## src/shared/irq_ctrl_pkg.sv

```systemverilog
// Package: register map, field layout and constants of the interrupt block
package irq_ctrl_pkg;
  localparam int NUM_IRQ = 32;
  localparam int ADDR_W = 12;
  // Byte addresses on the register bus
  localparam logic [11:0] OFF_ENABLE_SET = 12'h100;
  localparam logic [11:0] OFF_ENABLE_CLEAR = 12'h180;
  localparam logic [11:0] OFF_PENDING_SET = 12'h200;
  localparam logic [11:0] OFF_PENDING_CLEAR = 12'h280;
  localparam logic [11:0] OFF_PRIO_BASE = 12'h400;
  localparam logic [11:0] OFF_PRIO_LAST = 12'h41C;
  localparam logic [11:0] OFF_ACTIVE = 12'h300;
  localparam logic [11:0] OFF_LEVEL_MODE = 12'h304;
  localparam logic [11:0] OFF_DELIVERY = 12'h308;
  localparam int PRIO_W = 2;
  localparam int PRIO_LANE_W = 8;
  localparam int PRIO_MSB = 7;
  localparam int PRIO_LSB = 6;
  localparam int PRIO_PER_WORD = 4;
  localparam int PRIO_WORDS = 8;
  localparam logic [31:0] RESET_WORD = 32'h0000_0000;
  localparam logic [31:0] UNMAPPED_WORD = 32'h0000_0000;
  localparam logic [1:0] PRIO_LOWEST = 2'h3;
  localparam logic [3:0] BE_FULL = 4'hF;
  typedef enum logic [1:0] {
    BUS_IDLE = 2'b01,
    BUS_DONE = 2'b10
  } bus_state_t;
endpackage

```

## src/logic/irq_pending_priority_ctrl.sv

```systemverilog
// Interrupt pending, active and priority tracking with Avalon-MM registers
`timescale 1ns/1ps
module irq_pending_priority_ctrl #(
  parameter int NUM_IRQ = irq_ctrl_pkg::NUM_IRQ
) (
  input wire logic mclk,
  input wire logic rst_n,
  input wire logic [11:0] avs_address,
  input wire logic avs_read,
  input wire logic avs_write,
  input wire logic [31:0] avs_writedata,
  input wire logic [3:0] avs_byteenable,
  output logic [31:0] avs_readdata,
  output logic avs_waitrequest,
  input wire logic [NUM_IRQ-1:0] irq_lines,
  input wire logic handler_enter,
  input wire logic [4:0] handler_enter_num,
  input wire logic handler_exit,
  input wire logic [4:0] handler_exit_num,
  output logic irq_offer_valid,
  output logic [4:0] irq_offer_num,
  output logic [1:0] irq_offer_prio
);

  ////////////////////////////////////////////////////////////////////////
  // Reset release and input synchronisers

  logic rst_meta_q;
  logic rst_sync_q;
  always_ff @(posedge mclk or negedge rst_n) begin
    if (!rst_n) begin
      rst_meta_q <= 1'b0;
      rst_sync_q <= 1'b0;
    end else begin
      rst_meta_q <= 1'b1;
      rst_sync_q <= rst_meta_q;
    end
  end

  logic [NUM_IRQ-1:0] line_meta_q;
  logic [NUM_IRQ-1:0] line_q;
  logic [NUM_IRQ-1:0] line_prev_q;
  // Line sampled each rising edge; edge seen after two-stage sync
  always_ff @(posedge mclk or negedge rst_sync_q) begin
    if (!rst_sync_q) begin
      line_meta_q <= '0;
      line_q <= '0;
      line_prev_q <= '0;
    end else begin
      line_meta_q <= irq_lines;
      line_q <= line_meta_q;
      line_prev_q <= line_q;
    end
  end

  ////////////////////////////////////////////////////////////////////////
  // Bus decode

  irq_ctrl_pkg::bus_state_t bus_q;
  logic wr_ok;
  logic hit_active;
  logic hit_delivery;
  logic [31:0] wdata;
  logic hit_en_set;
  logic hit_en_clr;
  logic hit_pd_set;
  logic hit_pd_clr;
  logic hit_prio;
  logic hit_level;
  logic [2:0] prio_idx;

  // Exact word match; partial offsets fall through to the unmapped word
  function automatic logic addr_is(input logic [11:0] a,
                                   input logic [11:0] off);
    return a == off;
  endfunction

  // One-cycle wait: requests are taken in idle, answered a cycle later
  // Writes land on the answer edge, while the master still holds them
  assign wr_ok = avs_write && (bus_q == irq_ctrl_pkg::BUS_DONE);
  assign wdata = avs_writedata;
  assign hit_en_set = addr_is(avs_address, irq_ctrl_pkg::OFF_ENABLE_SET);
  assign hit_en_clr = addr_is(avs_address, irq_ctrl_pkg::OFF_ENABLE_CLEAR);
  assign hit_pd_set = addr_is(avs_address, irq_ctrl_pkg::OFF_PENDING_SET);
  assign hit_pd_clr = addr_is(avs_address, irq_ctrl_pkg::OFF_PENDING_CLEAR);
  assign hit_level = addr_is(avs_address, irq_ctrl_pkg::OFF_LEVEL_MODE);
  assign hit_active = addr_is(avs_address, irq_ctrl_pkg::OFF_ACTIVE);
  assign hit_delivery = addr_is(avs_address, irq_ctrl_pkg::OFF_DELIVERY);
  // Misaligned addresses simply miss the decode
  assign hit_prio = (avs_address >= irq_ctrl_pkg::OFF_PRIO_BASE) &&
                    (avs_address <= irq_ctrl_pkg::OFF_PRIO_LAST) &&
                    (avs_address[1:0] == 2'h0);
  assign prio_idx = avs_address[4:2];

  ////////////////////////////////////////////////////////////////////////
  // Enable bank and level/pulse mode

  logic [NUM_IRQ-1:0] enable_q;
  logic [NUM_IRQ-1:0] level_mode_q;
  always_ff @(posedge mclk or negedge rst_sync_q) begin
    if (!rst_sync_q) begin
      enable_q <= '0;
    end else if (wr_ok && hit_en_set) begin
      enable_q <= enable_q | wdata[NUM_IRQ-1:0];
    end else if (wr_ok && hit_en_clr) begin
      enable_q <= enable_q & ~wdata[NUM_IRQ-1:0];
    end
  end

  always_ff @(posedge mclk or negedge rst_sync_q) begin
    if (!rst_sync_q) begin
      level_mode_q <= '0;
    end else if (wr_ok && hit_level) begin
      level_mode_q <= wdata[NUM_IRQ-1:0];
    end
  end

  ////////////////////////////////////////////////////////////////////////
  // Priority words

  logic [irq_ctrl_pkg::PRIO_W-1:0] prio_q [NUM_IRQ];

  // Bit position within the word of the stored field of a lane
  function automatic int lane_lsb(input int lane);
    return lane * irq_ctrl_pkg::PRIO_LANE_W + irq_ctrl_pkg::PRIO_LSB;
  endfunction

  // Partial writes dropped: the words are full-word only
  always_ff @(posedge mclk or negedge rst_sync_q) begin
    if (!rst_sync_q) begin
      for (int i = 0; i < NUM_IRQ; i++) begin
        prio_q[i] <= '0;
      end
    end else if (wr_ok && hit_prio &&
                 avs_byteenable == irq_ctrl_pkg::BE_FULL) begin
      for (int l = 0; l < irq_ctrl_pkg::PRIO_PER_WORD; l++) begin
        prio_q[prio_idx*irq_ctrl_pkg::PRIO_PER_WORD + l] <=
          wdata[lane_lsb(l) +: irq_ctrl_pkg::PRIO_W];
      end
    end
  end

  function automatic logic [31:0] prio_word(input logic [2:0] idx);
    logic [31:0] w;
    w = '0;
    for (int l = 0; l < irq_ctrl_pkg::PRIO_PER_WORD; l++) begin
      w[lane_lsb(l) +: irq_ctrl_pkg::PRIO_W] =
        prio_q[idx*irq_ctrl_pkg::PRIO_PER_WORD + l];
    end
    return w;
  endfunction

  ////////////////////////////////////////////////////////////////////////
  // Pending and active state

  logic [NUM_IRQ-1:0] pending_q;
  logic [NUM_IRQ-1:0] active_q;
  logic [NUM_IRQ-1:0] pend_d;
  logic [NUM_IRQ-1:0] act_d;
  logic [NUM_IRQ-1:0] sw_set;
  logic [NUM_IRQ-1:0] sw_clr;
  logic [NUM_IRQ-1:0] enter_vec;
  logic [NUM_IRQ-1:0] exit_vec;

  assign sw_set = (wr_ok && hit_pd_set) ? wdata[NUM_IRQ-1:0] : '0;
  assign sw_clr = (wr_ok && hit_pd_clr) ? wdata[NUM_IRQ-1:0] : '0;
  // One bit per line number from the core
  function automatic logic [NUM_IRQ-1:0] one_line(input logic [4:0] num);
    return NUM_IRQ'(1) << num;
  endfunction

  assign enter_vec = handler_enter ? one_line(handler_enter_num) : '0;
  assign exit_vec = handler_exit ? one_line(handler_exit_num) : '0;

  always_comb begin
    for (int i = 0; i < NUM_IRQ; i++) begin
      pend_d[i] = pending_q[i];
      act_d[i] = active_q[i];
      if (sw_clr[i]) begin
        // Level line still high keeps its state, even while active
        if (level_mode_q[i]) begin
          pend_d[i] = pending_q[i] && line_q[i];
        end else begin
          pend_d[i] = 1'b0;
        end
      end
      if (enter_vec[i] && pending_q[i]) begin
        pend_d[i] = 1'b0;
        act_d[i] = 1'b1;
      end
      if (exit_vec[i]) begin
        act_d[i] = 1'b0;
        if (level_mode_q[i]) begin
          pend_d[i] = pend_d[i] || line_q[i];
        end
      end
      // Edge and software sets win over any clear; a level set only applies while the line is not active
      if (level_mode_q[i] && line_q[i] && !act_d[i]) begin
        pend_d[i] = 1'b1;
      end
      if (!level_mode_q[i] && line_q[i] && !line_prev_q[i]) begin
        pend_d[i] = 1'b1;
      end
      if (sw_set[i]) begin
        pend_d[i] = 1'b1;
      end
    end
  end

  // Pending and active kept in separate registers, one concern each
  always_ff @(posedge mclk or negedge rst_sync_q) begin
    if (!rst_sync_q) begin
      pending_q <= '0;
    end else begin
      pending_q <= pend_d;
    end
  end

  always_ff @(posedge mclk or negedge rst_sync_q) begin
    if (!rst_sync_q) begin
      active_q <= '0;
    end else begin
      active_q <= act_d;
    end
  end

  ////////////////////////////////////////////////////////////////////////
  // Delivery selection

  logic sel_valid;
  logic [4:0] sel_num;
  logic [1:0] sel_prio;
  always_comb begin
    sel_valid = 1'b0;
    sel_num = '0;
    sel_prio = irq_ctrl_pkg::PRIO_LOWEST;
    // Strict less-than keeps the lowest number on a tie
    for (int i = 0; i < NUM_IRQ; i++) begin
      if (pending_q[i] && enable_q[i] &&
          (!sel_valid || prio_q[i] < sel_prio)) begin
        sel_valid = 1'b1;
        sel_num = 5'(i);
        sel_prio = prio_q[i];
      end
    end
  end

  // Registered offer: the core sees state one cycle late
  always_ff @(posedge mclk or negedge rst_sync_q) begin
    if (!rst_sync_q) begin
      irq_offer_valid <= 1'b0;
      irq_offer_num <= '0;
      irq_offer_prio <= '0;
    end else begin
      irq_offer_valid <= sel_valid;
      irq_offer_num <= sel_num;
      irq_offer_prio <= sel_prio;
    end
  end

  ////////////////////////////////////////////////////////////////////////
  // Bus answer

  // Delivery status word: number, urgency and a valid flag
  function automatic logic [31:0] status_word(input logic valid,
                                              input logic [1:0] prio,
                                              input logic [4:0] num);
    logic [31:0] w;
    w = irq_ctrl_pkg::UNMAPPED_WORD;
    w[4:0] = num;
    w[6:5] = prio;
    w[8] = valid;
    return w;
  endfunction

  logic [31:0] rdata_d;
  always_comb begin
    rdata_d = irq_ctrl_pkg::UNMAPPED_WORD;
    if (hit_en_set || hit_en_clr) begin
      rdata_d[NUM_IRQ-1:0] = enable_q;
    end else if (hit_pd_set || hit_pd_clr) begin
      rdata_d[NUM_IRQ-1:0] = pending_q;
    end else if (hit_prio) begin
      rdata_d = prio_word(prio_idx);
    end else if (hit_active) begin
      rdata_d[NUM_IRQ-1:0] = active_q;
    end else if (hit_level) begin
      rdata_d[NUM_IRQ-1:0] = level_mode_q;
    end else if (hit_delivery) begin
      // Live selection, captured on the same edge as the offer pins, so a read matches them
      rdata_d = status_word(sel_valid, sel_prio, sel_num);
    end
  end

  always_ff @(posedge mclk or negedge rst_sync_q) begin
    if (!rst_sync_q) begin
      bus_q <= irq_ctrl_pkg::BUS_IDLE;
      avs_waitrequest <= 1'b1;
      avs_readdata <= irq_ctrl_pkg::RESET_WORD;
    end else begin
      unique case (bus_q)
        irq_ctrl_pkg::BUS_IDLE: begin
          if (avs_read || avs_write) begin
            bus_q <= irq_ctrl_pkg::BUS_DONE;
            avs_waitrequest <= 1'b0;
            avs_readdata <= avs_read ? rdata_d : irq_ctrl_pkg::RESET_WORD;
          end
        end
        irq_ctrl_pkg::BUS_DONE: begin
          bus_q <= irq_ctrl_pkg::BUS_IDLE;
          avs_waitrequest <= 1'b1;
        end
        default: begin
          bus_q <= irq_ctrl_pkg::BUS_IDLE;
          avs_waitrequest <= 1'b1;
        end
      endcase
    end
  end

endmodule // irq_pending_priority_ctrl

```

## config.mk

```make
export PLATFORM = sky130hd
export DESIGN_NAME = irq_pending_priority_ctrl
export DESIGN_NICKNAME = d
export VERILOG_FILES = /design/src/shared/irq_ctrl_pkg.sv /design/src/logic/irq_pending_priority_ctrl.sv
export SDC_FILE = /design/constraint.sdc
export NUM_CORES = 1
export LEC_CHECK = 0
export ABC_CLOCK_PERIOD_IN_PS = 13600
export BUFFER_PORTS_ARGS = -buffer_cell sky130_fd_sc_hd__buf_2
export CAP_MARGIN = 20
export CELL_PAD_IN_SITES_DETAIL_PLACEMENT = 0
export CELL_PAD_IN_SITES_GLOBAL_PLACEMENT = 2
export CORE_ASPECT_RATIO = 1.1
export CORE_MARGIN = 2
export CORE_UTILIZATION = 41
export CTS_BUF_LIST = sky130_fd_sc_hd__clkbuf_8
export DETAILED_ROUTE_END_ITERATION = 16
export GPL_TIMING_DRIVEN = 0
export PLACE_DENSITY_LB_ADDON = 0.1
export RECOVER_POWER = 100
export SYNTH_ARGS = -nofsm -noshare
export SYNTH_HDL_FRONTEND = slang
export SYNTH_SLANG_ARGS = --single-unit
```

## constraint.sdc

```tcl
create_clock -name mclk -period 13.6 [get_ports mclk]
set_input_delay 1.36 -clock mclk [delete_from_list [all_inputs] [get_ports mclk]]
set_output_delay 1.36 -clock mclk [all_outputs]
set_load 0.05 [all_outputs]
```

Word-level counts from Yosys, hierarchy flattened
Index checks and enable logic that the tools add are counted.

Bits in registers: 333. Input port bits: 96. Output and inout port bits: 41. Word-level logic and storage cells: 1032.

$add $sub $neg: 3. Magnitude comparators: 41. Equal/unequal tests: 11. Shift operators: 2. Multiplexer cells: 456. Bitwise operators: 7. Reduce and logical (&&, ||, !) cells: 465.

Operators with widths (number): 2-to-1 mux 32 bit (12); 2-to-1 mux 1 bit (355); logical AND 1 bit (269); bitwise mux 64 bit (4); 2-to-1 mux 5 bit (30); >= comparator 33 x 6 -> 1 bit (second input constant) (4); < comparator 33 x 1 -> 1 bit (second input constant) (4); zero test 1 bit (127); inverter 6 -> 33 bit (3); 2-to-1 mux 2 bit (46); logical OR 1 bit (66); << shifter 1 x 5 -> 32 bit (first input constant) (2); < comparator 2 bit (31); == test 12 x 10 -> 1 bit (second input constant) (5); binary-select mux 2 bit (select 5 bit) (4); demux 2 bit (select 5 bit) (4); inverter 5 -> 33 bit (1); bitwise AND 32 bit (1); inverter 32 bit (1); bitwise OR 32 bit (1); == test 12 x 9 -> 1 bit (second input constant) (2); adder 5 x 2 -> 6 bit (second input constant) (2); >= comparator 12 x 11 -> 1 bit (second input constant) (1); <= comparator 12 x 11 -> 1 bit (second input constant) (1); 9 further kinds (9).

Depth between registers and ports, before layout
Gate-level depths: netlist of the first run.

Word-level depth: 133. Depth in mapped cells: 20. Depth with buffers taken out: 18.

Worst setup path after synthesis of the first run
OpenSTA, ideal clock, no wires.

Path kind: register to register. From: reg pending_q[1]. To: reg avs_readdata[0]. Setup time: 119 ps. Arrival time: 4345 ps. Required time: 13481 ps. Setup slack: 9136 ps. Cell stages (with the launch flop): 20. Buffers on the path: 2. Cell sequence: dfrtp_1 -> buf_2 -> nand3b_2 -> o2111ai_4 -> or4_1 -> buf_2 -> or3_4 -> o31a_1 -> or3_4 -> and3_4 -> a21oi_2 -> a31oi_1 -> or3_4 -> a211oi_2 -> a2111oi_0 -> o2111a_2 -> nor2b_1 -> a211oi_2 -> o21ai_2 -> o21a_1.

Cells in the longest elaborated chain, start to end: 130.

Ends and longest elaborated chain: start: declaration (RTL line irq_pending_priority_ctrl.sv:156) `logic [NUM_IRQ-1:0] pending_q;`; start signal: assignment (RTL line irq_pending_priority_ctrl.sv:215) `pending_q <= pend_d;`; logical AND 1 bit (*) (2 in series) (RTL line irq_pending_priority_ctrl.sv:239) `if (pending_q[i] && enable_q[i] &&`; 2-to-1 mux 2 bit / 2-to-1 mux 1 bit (equally long branches) (RTL line irq_pending_priority_ctrl.sv:239); < comparator 2 bit / zero test 1 bit (equally long branches) (RTL line irq_pending_priority_ctrl.sv:240) `(!sel_valid || prio_q[i] < sel_prio)) begin`; logical OR 1 bit (RTL line irq_pending_priority_ctrl.sv:240); logical AND 1 bit (RTL line irq_pending_priority_ctrl.sv:239); 2-to-1 mux 2 bit / 2-to-1 mux 1 bit (equally long branches) (RTL line irq_pending_priority_ctrl.sv:239); < comparator 2 bit / zero test 1 bit (equally long branches) (RTL line irq_pending_priority_ctrl.sv:240); logical OR 1 bit (RTL line irq_pending_priority_ctrl.sv:240); [114 not listed]; via sel_num[0] (RTL line irq_pending_priority_ctrl.sv:231) `logic [4:0] sel_num;`; 2-to-1 mux 9 bit (*) (RTL line irq_pending_priority_ctrl.sv:289) `end else if (hit_delivery) begin`; 2-to-1 mux 32 bit (*) (RTL line irq_pending_priority_ctrl.sv:287) `end else if (hit_level) begin`; 2-to-1 mux 32 bit (*) (RTL line irq_pending_priority_ctrl.sv:285) `end else if (hit_active) begin`; 2-to-1 mux 32 bit (*) (RTL line irq_pending_priority_ctrl.sv:283) `end else if (hit_prio) begin`; 2-to-1 mux 32 bit (*) (RTL line irq_pending_priority_ctrl.sv:281) `end else if (hit_pd_set || hit_pd_clr) begin`; 2-to-1 mux 32 bit (*) (RTL line irq_pending_priority_ctrl.sv:279) `if (hit_en_set || hit_en_clr) begin`; 2-to-1 mux 32 bit (*) (RTL line irq_pending_priority_ctrl.sv:306) `avs_readdata <= avs_read ? rdata_d : irq_ctrl_pkg::RESET_WORD;`; end signal: assignment (RTL line irq_pending_priority_ctrl.sv:299) `avs_readdata <= irq_ctrl_pkg::RESET_WORD;`; end signal: assignment (RTL line irq_pending_priority_ctrl.sv:306); end: declaration (RTL line irq_pending_priority_ctrl.sv:13) `output logic [31:0] avs_readdata,`.

The timed path passes the listed nets; every way through them passes the cells marked *. A chain may end at the register's enable or synchronous reset.

Final worst setup path of the first run
From: reg pending_q[1]. To: reg avs_readdata[2].

Same word-level chain as after synthesis.

==> results of run 1 <==
path summary, 6_finish.rpt:
check	slack [ps]	start	endpoint
min reg2reg	80	rst_sync_q	line_meta_q[5]
max	6790	pending_q[1]	avs_readdata[2]
max reg2reg	6790	pending_q[1]	avs_readdata[2]
min	80	rst_sync_q	line_meta_q[5]
max in group asynchronous	6970	rst_sync_q	prio_q[57]
min in group mclk	350	line_meta_q[20]	line_q[20]
Yosys cell counts, drive strengths merged (13+ instances only):
| cell type | count | area (µm²) |
|---|---|---|
| dfrtp | 331 | 8283 |
| nand2 | 205 | 772.0 |
| mux2 | 129 | 1453 |
| a21oi | 117 | 596.8 |
| nor2 | 108 | 405.4 |
| o21ai | 100 | 504.2 |
| clkbuf | 62 | 234.0 |
| a31oi | 61 | 381.6 |
| a221o | 36 | 360.4 |
| nand3 | 30 | 150.1 |
| inv | 28 | 105.1 |
| a21o | 26 | 195.2 |
| nor3 | 26 | 140.1 |
| nand2b | 25 | 156.4 |
| a222oi | 23 | 230.2 |
| mux2i | 23 | 230.2 |
| o22ai | 20 | 125.1 |
| a211oi | 19 | 170.2 |
| and2 | 17 | 106.4 |
| mux4 | 16 | 360.4 |
| nor2b | 16 | 107.6 |
| and3 | 13 | 91.34 |
| nand4 | 13 | 81.33 |
registers in the layout, summed over array words and instances (netlist names), named ones only:
signal,flops
prio_q,64
active_q,32
avs_readdata,32
level_mode_q,32
line_meta_q,32
line_prev_q,32
line_q,32
pending_q,32
irq_offer_num,5
bus_q,2
irq_offer_prio,2
irq_offer_valid,1
rst_meta_q,1
rst_sync_q,1
layout make-up:
type	instances	area, µm²	share of cell area
Antenna cell	2	5.005	0.0002525
Buffer	72	282.8	0.01426
Clock buffer	70	963.4	0.04860
Clock inverter	32	265.3	0.01338
Inverter	28	105.1	0.005302
Multi-Input combinational cell	1235	8506	0.4291
Sequential cell	332	8313	0.4193
Tap cell	560	700.7	0.03534
Timing Repair Buffer	140	683.2	0.03446
power groups by stage:
stage	Combinational, W	Clock [W]	Sequential (W)
after floorplan	0.0000831	0	0.00109
after global placement	0.000164	0	0.00110
after detailed placement	0.000191	0	0.00108
after CTS	0.000191	0.000991	0.00106
after global routing	0.000204	0.00103	0.00107
final	0.000188	0.000970	0.00106
cells by family (layout without fill, tap and decap cells):
family | after synthesis | in the layout | synth area share
and+or+nand+nor | 513 | 513 | 0.1460
buffers and inverters | 100 | 342 | 0.02279
AOI/OAI and AO/OA | 546 | 546 | 0.2261
adders and majority gates | 7 | 7 | 0.004283
muxes | 168 | 168 | 0.1185
DFF | 332 | 332 | 0.4821
other | 1 | 3 | 0.0002176
cells in the final DEF, fill, tap and decap left out, types with 7 or more instances in the layout:
| cell type | synthesis | routed |
|---|---|---|
| sky130_fd_sc_hd__and3_1 | 11 | 11 |
| sky130_fd_sc_hd__nor3_1 | 24 | 25 |
| sky130_fd_sc_hd__a221o_1 | 36 | 36 |
| sky130_fd_sc_hd__dfrtp_1 | 331 | 330 |
| sky130_fd_sc_hd__mux2_2 | 129 | 128 |
| sky130_fd_sc_hd__nand3_1 | 30 | 30 |
| sky130_fd_sc_hd__clkinv_2 | 0 | 8 |
| sky130_fd_sc_hd__a211oi_1 | 15 | 15 |
| sky130_fd_sc_hd__o31ai_1 | 8 | 8 |
| sky130_fd_sc_hd__and2_1 | 16 | 15 |
| sky130_fd_sc_hd__a31oi_1 | 61 | 61 |
| sky130_fd_sc_hd__a21oi_1 | 114 | 114 |
| sky130_fd_sc_hd__or2_2 | 9 | 9 |
| sky130_fd_sc_hd__inv_1 | 28 | 45 |
| sky130_fd_sc_hd__clkbuf_1 | 61 | 114 |
| sky130_fd_sc_hd__clkbuf_8 | 0 | 70 |
| sky130_fd_sc_hd__mux2i_1 | 23 | 23 |
| sky130_fd_sc_hd__o21a_1 | 9 | 9 |
| sky130_fd_sc_hd__nand2b_1 | 25 | 25 |
| sky130_fd_sc_hd__buf_2 | 4 | 91 |
| sky130_fd_sc_hd__a22oi_1 | 12 | 12 |
| sky130_fd_sc_hd__nand2_1 | 204 | 204 |
| sky130_fd_sc_hd__nor2b_1 | 15 | 15 |
| sky130_fd_sc_hd__nor2_1 | 108 | 108 |
| sky130_fd_sc_hd__mux4_2 | 16 | 16 |
| sky130_fd_sc_hd__nand4_1 | 13 | 13 |
| sky130_fd_sc_hd__a222oi_1 | 23 | 23 |
| sky130_fd_sc_hd__a21o_1 | 26 | 26 |
| sky130_fd_sc_hd__o21ai_0 | 92 | 95 |
| sky130_fd_sc_hd__nand3b_1 | 7 | 7 |
| sky130_fd_sc_hd__o22ai_1 | 20 | 20 |
routing by layer:
layer	track usage	part of all wire	vias to the layer above
met5	0	0.00034	-
met4	0.09802	0.031	4
met3	0.04534	0.065	111
met2	0.4715	0.46	553
met1	0.4141	0.44	7482
li1	-	-	6774
per-stage QoR:
step | hold WS [ps] | worst slack, ps
2_1_floorplan | 331.2 | 3664
3_3_place_gp | 331.0 | -135.2
3_5_place_dp | 104.9 | 7514
4_1_cts | 111.1 | 7447
5_1_grt | 92.99 | 5843
6_report | 84.06 | 6791
worst reg2reg max path, cell delays in order (launching register included):
cell and delay, ps:
sky130_fd_sc_hd__dfrtp_1 360, sky130_fd_sc_hd__clkbuf_1 250, sky130_fd_sc_hd__a222oi_1 1030, sky130_fd_sc_hd__and4_1 340, sky130_fd_sc_hd__clkbuf_1 330, sky130_fd_sc_hd__and4_1 420
sky130_fd_sc_hd__nand4_1 310, sky130_fd_sc_hd__nand4b_1 460, sky130_fd_sc_hd__nor2_1 350, sky130_fd_sc_hd__nand4_1 220, sky130_fd_sc_hd__a21oi_1 370, sky130_fd_sc_hd__o21bai_1 190
sky130_fd_sc_hd__nor3b_1 170, sky130_fd_sc_hd__o211ai_1 90, sky130_fd_sc_hd__a32oi_1 120, sky130_fd_sc_hd__o32a_1 210, sky130_fd_sc_hd__o41ai_1 700, sky130_fd_sc_hd__nor3_1 360
sky130_fd_sc_hd__a21bo_1 340, sky130_fd_sc_hd__a31o_1 150
==> run summary, run 1 <==
The logs give 0.437 for the relative contribution of the clock network to total power and 0 for the total DRC errors in the routed layout. The checks that failed: max-capacitance violations, max-slew violations. For the number of global-route vias before repair, the log shows 14610. The total net switching power came out at 0.0005943 W.

Power comes to 0.002221 W. The worst setup path is launched from a register. 137 I/O pins were placed. Setup repair after global routing left no endpoint under its margin. The total overflow left after global routing is 0. The run gives 0 as the final setup violation count. The number of levels in the clock H-tree came out at 2. Number of buffers added on ports: 132. The tools report the sequential element share of the synthesized area as 0.4821. For the die outline area, the log shows 43700 µm². After clock tree synthesis, the clock-pin slew on the worst setup and hold paths is 60 ps. Final worst-path cycle share: 0.5006. Gates resized during post-CTS repair numbered 0. The endpoint kind of the worst setup timing path was a register.

At the later pin of the worst-skew pair, clock insertion delay measures 670 ps. The run finished, with violations left. At the pin with the least slew margin, the transition time is 3712 ps. TritonCTS built the clock tree. The run gives 0 ps as the final total negative setup slack.

The shortest clock period the worst path allows after layout came out at 6809 ps. Synthesis produced a netlist whose cell count is 1667. The run gives 0.001626 W as the internal power component.

The mapped netlist covers 17240 µm². For the worst setup path, the data required time is 14210 ps. Number of slew-limit violations in the final report: 225. The floorplan step set the die width to 199.5 µm.

At the worst endpoint, the arrival time is 7420 ps. Once detail routing completed, the nets flagged for antenna violations numbered 0. The ratio of routed vias to standard cells came out at 6.040.

Among all flip-flop cells after synthesis, the most frequent one is sky130_fd_sc_hd__dfrtp_1. The combinational share of power came out at 0.085. Compared with the post-synthesis result, the final layout area differs by 15.02%.

The slowest stage of the critical path is the sky130_fd_sc_hd__a222oi_1 cell. In the final routed layout, each cell accounts on average for 25.85 µm. In this run the worst path has a maximum fanout of 8.

The mean instance size in the synthesized netlist is 10.34 µm². Based on the critical path, the design can be clocked at up to 146.9 MHz. For the length of the first detailed-routing pass in iterations, the log shows 7.

The total detailed-routing wirelength is 63860 µm, and the largest net degree at the start of global routing is 71. For the final design utilization, the log shows 0.4791. The number of hold buffers added after CTS was 0.

The tree is rooted in a sky130_fd_sc_hd__clkbuf_8. The number of nets in the synthesized netlist came out at 1764. For this design the static power due to leakage is 8.695 nW. Synthesis inferred 332 register bits. Once layout is complete, the cells apart from fillers number 2471. The final layout contains 1961 nets. For the final hold violation count, the log shows 0. For the max-cap violation count, the log shows 5. The critical path in this run is classified as register to register. The tools report the instance area after placement as 18770 µm².

The run gives 0.00009501 V as the worst IR drop on VDD. For the iteration-0 DRC count of the detailed router, the log shows 1173. The first global-routing pass estimated 94340 µm of wire. On the worst path, the slowest cell contributes a delay of 1030 ps. The share of flip-flops with an asynchronous set or reset is 1.000, and the sequential fraction of design power is 0.479. The global-route total usage across every layer is 0.2963, and the switching share of power is 0.2676. Counting the fill cells in the layout gives 4068. For this block, the via count after detailed routing is 14920. The cell family contributing the most delay on the critical path is compound AO/OA/AOI/OAI gates. For the relative slew slack, the log shows -1.475. Row generation in the floorplan step produced 78 rows. The Yosys step of the flow raised 0 warnings. The share of post-route cells with drive strength above 1 was 0.1954. The signal on the critical path passes through clkbuf_1, a222oi_1, and4_1, clkbuf_1, and4_1, nand4_1, nand4b_1, nor2_1, nand4_1, a21oi_1, o21bai_1, nor3b_1, o211ai_1, a32oi_1, o32a_1, o41ai_1, nor3_1, a21bo_1, a31o_1. The core region is 41380 µm². The path class of the tightest hold or removal check is register to asynchronous set/reset pin.

The number of cells on the worst reg-to-reg path is 19. The synthesized design contains 0 enable-type register cells. The number of antenna violations at the first check in global routing was 3; the number of setup buffers added after CTS was 0. The logs give 2367 for the cell count after placement and 0.9480 for the final weighted congestion of routability-driven global placement. The floorplan step set the die height to 219.0 µm. Counting buffers and inverters, the worst setup path is 19 cells deep. The tools report the detailed-placement wirelength estimate as 48350 µm. Clock tree synthesis found a total of 332 sinks. For this design the ratio of total power to cell area is 112.0 nW/µm². The run gives 106 as the count of distinct cell types in the synthesized netlist. The total CTS buffers was 55. The post-route cell area was 19820 µm². For the initial standard-cell utilization of the core, the log shows 0.4165. The maximum buffer depth of the clock tree was 3. The run gives 58.38 ps as the worst clock skew on the final layout.

Counting both buffers and inverters, the worst setup path holds a total of 2.
No activity file was read; power rests on OpenSTA's default activity.
==> run 2, diff against run 1 <==
Settings changed: ABC_AREA set to 1, ABC_CLOCK_PERIOD_IN_PS 13600 to 6900, CORE_UTILIZATION 41 to 37.
Clock period 13.6 ns to 6.9 ns, I/O delays scaled along.
==> run summary, run 2 <==
The flow ran to the end, but the final reports show violations. The checks that failed: max-capacitance violations, max-slew violations, negative setup slack. The number of antenna diodes came out at 0 (-2).

The wire length per cell was 21.08 µm (-18%); the final weighted congestion of routability-driven global placement was 0.9951 (+5.0%). The post-synthesis instance area came out at 17600 µm² (+2.1%). The number of filler instances in the final layout was 4728 (+16%). The logs give 8310 µm² (about the same) for the area taken by flip-flops and latches and 332 (unchanged) for the sink count of the clock tree. The highest net fanout along the worst path is 7 (-1). The worst setup path is captured at a register. The area occupied by multi-input gates is 7971 µm² (-6.3%), and the area added between synthesis and finish is 24.41%. The flip-flop count of the largest register, all copies and words added was 64 (unchanged); the final total negative setup slack was -112270 ps (-112270 ps). The logs give 100300 µm (+6.4%) for the wire length of the first global-routing pass and 2632 (+34%) for the final layout net count. Die outline area: 49340 µm² (+13%). Counting instances in the post-synthesis netlist gives the leading cell types as 559 x sky130_fd_sc_hd__nand2_1, 368 x sky130_fd_sc_hd__inv_1, 331 x sky130_fd_sc_hd__dfrtp_1. The maximum cell stage delay along the critical path works out to 430 ps (-600 ps). The mean instance size in the synthesized netlist works out to 7.877 µm² (-24%). The most numerous cell in the Yosys netlist is sky130_fd_sc_hd__nand2_1.

Leaving out fill and tap cells, the most frequent cells in the layout are 442 x sky130_fd_sc_hd__nand2_1, 379 x sky130_fd_sc_hd__inv_1, 330 x sky130_fd_sc_hd__dfrtp_1. The tools report the sequential element share of the synthesized area as 0.4720 (-0.01011). TritonCTS built the clock tree. The sum of overflow across all layers after global routing was 0 (unchanged); the total number of vias was 16450 (+10%).

Among the stages of the critical path, the cell type that occurs most often is sky130_fd_sc_hd__nand2_2. The area share of the leading cell type in the synthesized netlist is 0.4705 (-0.01008). The tools report the relative slew slack as -1.360 (+0.1152).

The maximum buffer depth of the clock tree was 3 (unchanged); the total CTS buffers was 58 (+5.5%). The length of the first detailed-routing pass in iterations came out at 5 (-2). The number of routed nets with antenna violations was 0 (unchanged); the initial standard-cell utilization of the core was 0.3759 (-0.04064). The number of synthesized register bits came out at 332 (unchanged). The worst clock skew on the final layout was 29.02 ps (-29.36 ps); the number of slew-limit violations in the final report was 269 (+20%). The total DRC errors in the routed layout is 0 (unchanged), and the share of flip-flops with an asynchronous set or reset is 1.000 (unchanged). Slew at the pin with the worst max-slew slack: 3540 ps (-172.8 ps). Root buffer cell: sky130_fd_sc_hd__clkbuf_8. The number of levels in the clock H-tree is 2 (unchanged), and the minimum setup slack among reg-to-reg paths is -8200 ps (-15000 ps). The shortest clock period the worst path allows after layout came out at 15100 ps (+8295 ps). The tools report the number of nets in the synthesized netlist as 2332 (+32%).

The most flop-heavy register was prio_q. Most frequently used flop master after synthesis: sky130_fd_sc_hd__dfrtp_1. For the clock latency of the later-clocked register in the worst-skew pair, the log shows 670 ps (about the same). Setup repair after global routing could not meet its margin everywhere. The final worst-path cycle share was 2.189 (+1.688); the worst-case setup margin in the final layout was -8204 ps (-15000 ps). The post-CTS clock slew at the launch and capture registers of the worst setup and hold paths was 70 ps (about the same). The die extent in y came out at 232.8 µm (+6.3%).

The data required time of the worst path is 7510 ps (-6700 ps). Max-cap violation count: 5 (unchanged). The row count was 83 (+6.4%); the global-route total usage across every layer was 0.2784 (-0.01789). The share of post-route cells with drive strength above 1 works out to 0.2165 (+0.02111). Summed over all instances, the cell type with the most area after synthesis is sky130_fd_sc_hd__dfrtp_1. The highest-delay cell along the critical path is sky130_fd_sc_hd__dfrtp_1. The tools report the endpoint arrival time on the critical path as 15710 ps (+8290 ps). The die extent in x works out to 212.0 µm (+6.3%).

In this run the worst hold path is classified as input port to register. After synthesis, the cell types taking the most area are sky130_fd_sc_hd__dfrtp_1 47%, sky130_fd_sc_hd__nand2_1 12%, sky130_fd_sc_hd__inv_1 7.8%. The library cell used most frequently in the layout, excluding fill and tap cells, is sky130_fd_sc_hd__nand2_1. The number of global-route vias before repair is 16250 (+11%). The number of buffers added on ports is 126 (-4.5%), and the count of yosys warnings during synthesis is 0 (unchanged). The final setup violation count is 14 (+14). The logs give 19210 µm² (+2.3%) for the instance area after placement and 21900 µm² (+10%) for the post-route cell area. Ratio of routed vias to standard cells: 5.109 (-15%). The run gives 51250 µm (+6.0%) as the detailed-placement wirelength estimate. The number of enable flip-flop cells after synthesis came out at 0 (unchanged). The worst setup path is of the register to register kind. The highest achievable clock rate is 66.21 MHz (-55%), and the number of antenna violations at the first check in global routing is 0 (-3).

The tools report the final hold violation count as 0 (unchanged). The I/O pin total is 137 (unchanged), and the post-synthesis instance total is 2235 (+34%). The area inside the core boundary was 46840 µm² (+13%). The count of distinct cell types in the synthesized netlist is 53 (-50%).

The total detailed-routing wirelength is 67870 µm (+6.3%). STA classifies the critical path startpoint as a register. The largest net degree at the start of global routing came out at 69 (-2.8%). For the iteration-0 DRC count of the detailed router, the log shows 969 (-17%).
[run 2: cell count changes after synthesis, moves of 64 or more]
| cell | before | now |
|---|---|---|
| sky130_fd_sc_hd__nand2_1 | 204 | 559 |
| sky130_fd_sc_hd__inv_1 | 28 | 368 |
| sky130_fd_sc_hd__nand3_1 | 30 | 155 |
| sky130_fd_sc_hd__o21ai_0 | 92 | 184 |
| sky130_fd_sc_hd__nand2_2 | 1 | 65 |
| sky130_fd_sc_hd__mux2_2 | 129 | 0 |
| sky130_fd_sc_hd__a21oi_1 | 114 | 14 |
[run 2: kinds of logic (layout without fill, tap and decap cells)]
family / count (synthesis) / after routing / share of synthesized area
adder cells (fa/ha/maj): 1 / 1 / 0.0007106
buffers and inverters: 464 / 811 / 0.1195
multiplexers: 26 / 26 / 0.01478
AO/OA/AOI/OAI: 387 / 387 / 0.1382
flip-flops: 332 / 332 / 0.4720
other: 1 / 1 / 0.0002130
AND/OR/NAND/NOR: 1024 / 1024 / 0.2546
[run 2: final cells by class]
class                      instances  share of cell area
buffer                            67             0.01263
clock buffer                      72             0.04525
clock inverter                    35             0.01348
inverter                         397             0.08347
multi-input combinational       1439              0.3640
sequential                       332              0.3795
tap                              637             0.03639
timing repair buffer             240             0.06536
[run 2: repair_timing]
item,CTS,global route
gates resized for setup,99,123
pin swaps,110,163
hold buffers,1,0
buffers inserted,78,29
hold endpoints to repair,2,0
setup endpoints to repair,14,15
[run 2: path summary, 6_finish.rpt]
kind                       cells past startpoint              end      startpoint
min reg2reg                                    0        line_q[2]  line_meta_q[2]
min                                            1  line_meta_q[10]   irq_lines[10]
max in group asynchronous                      3        prio_q[9]      rst_sync_q
max                                          187  avs_readdata[5]    pending_q[0]
max reg2reg                                  187  avs_readdata[5]    pending_q[0]
min in group asynchronous                      2       rst_sync_q           rst_n
[run 2: per-stage QoR]
step	setup WS (ps)	hold WS, ps	utilization	cells
finish	-8204	119.4	0.4676	3219
global route	-9790	87.22	0.4676	3219
global placement	-8811	331.7	0.4067	2998
CTS	-8196	84.08	0.4585	3190
floorplan	-5932	331.1	-	2235
detailed placement	-8848	315.9	0.4101	3004
[run 2: worst max-delay path: cells and delay by family, from the launching register on]
kind / cells / cell delay [ps]
flip-flops: 1 / 430
AO/OA/AOI/OAI: 1 / 190
adder cells (fa/ha/maj): 1 / 220
buffers and inverters: 10 / 1150
AND/OR/NAND/NOR: 175 / 12930
[run 2: per-layer routing]
layer | GRT usage | part of all wire
met2 | 0.4622 | 0.48
met4 | 0.1219 | 0.048
met5 | 0 | 0
met3 | 0.04643 | 0.052
met1 | 0.3572 | 0.42
Power of run 2 is left out: the tool's default activity adds up to more than one toggle a clock period on the data nets, which glitch-free logic cannot reach.
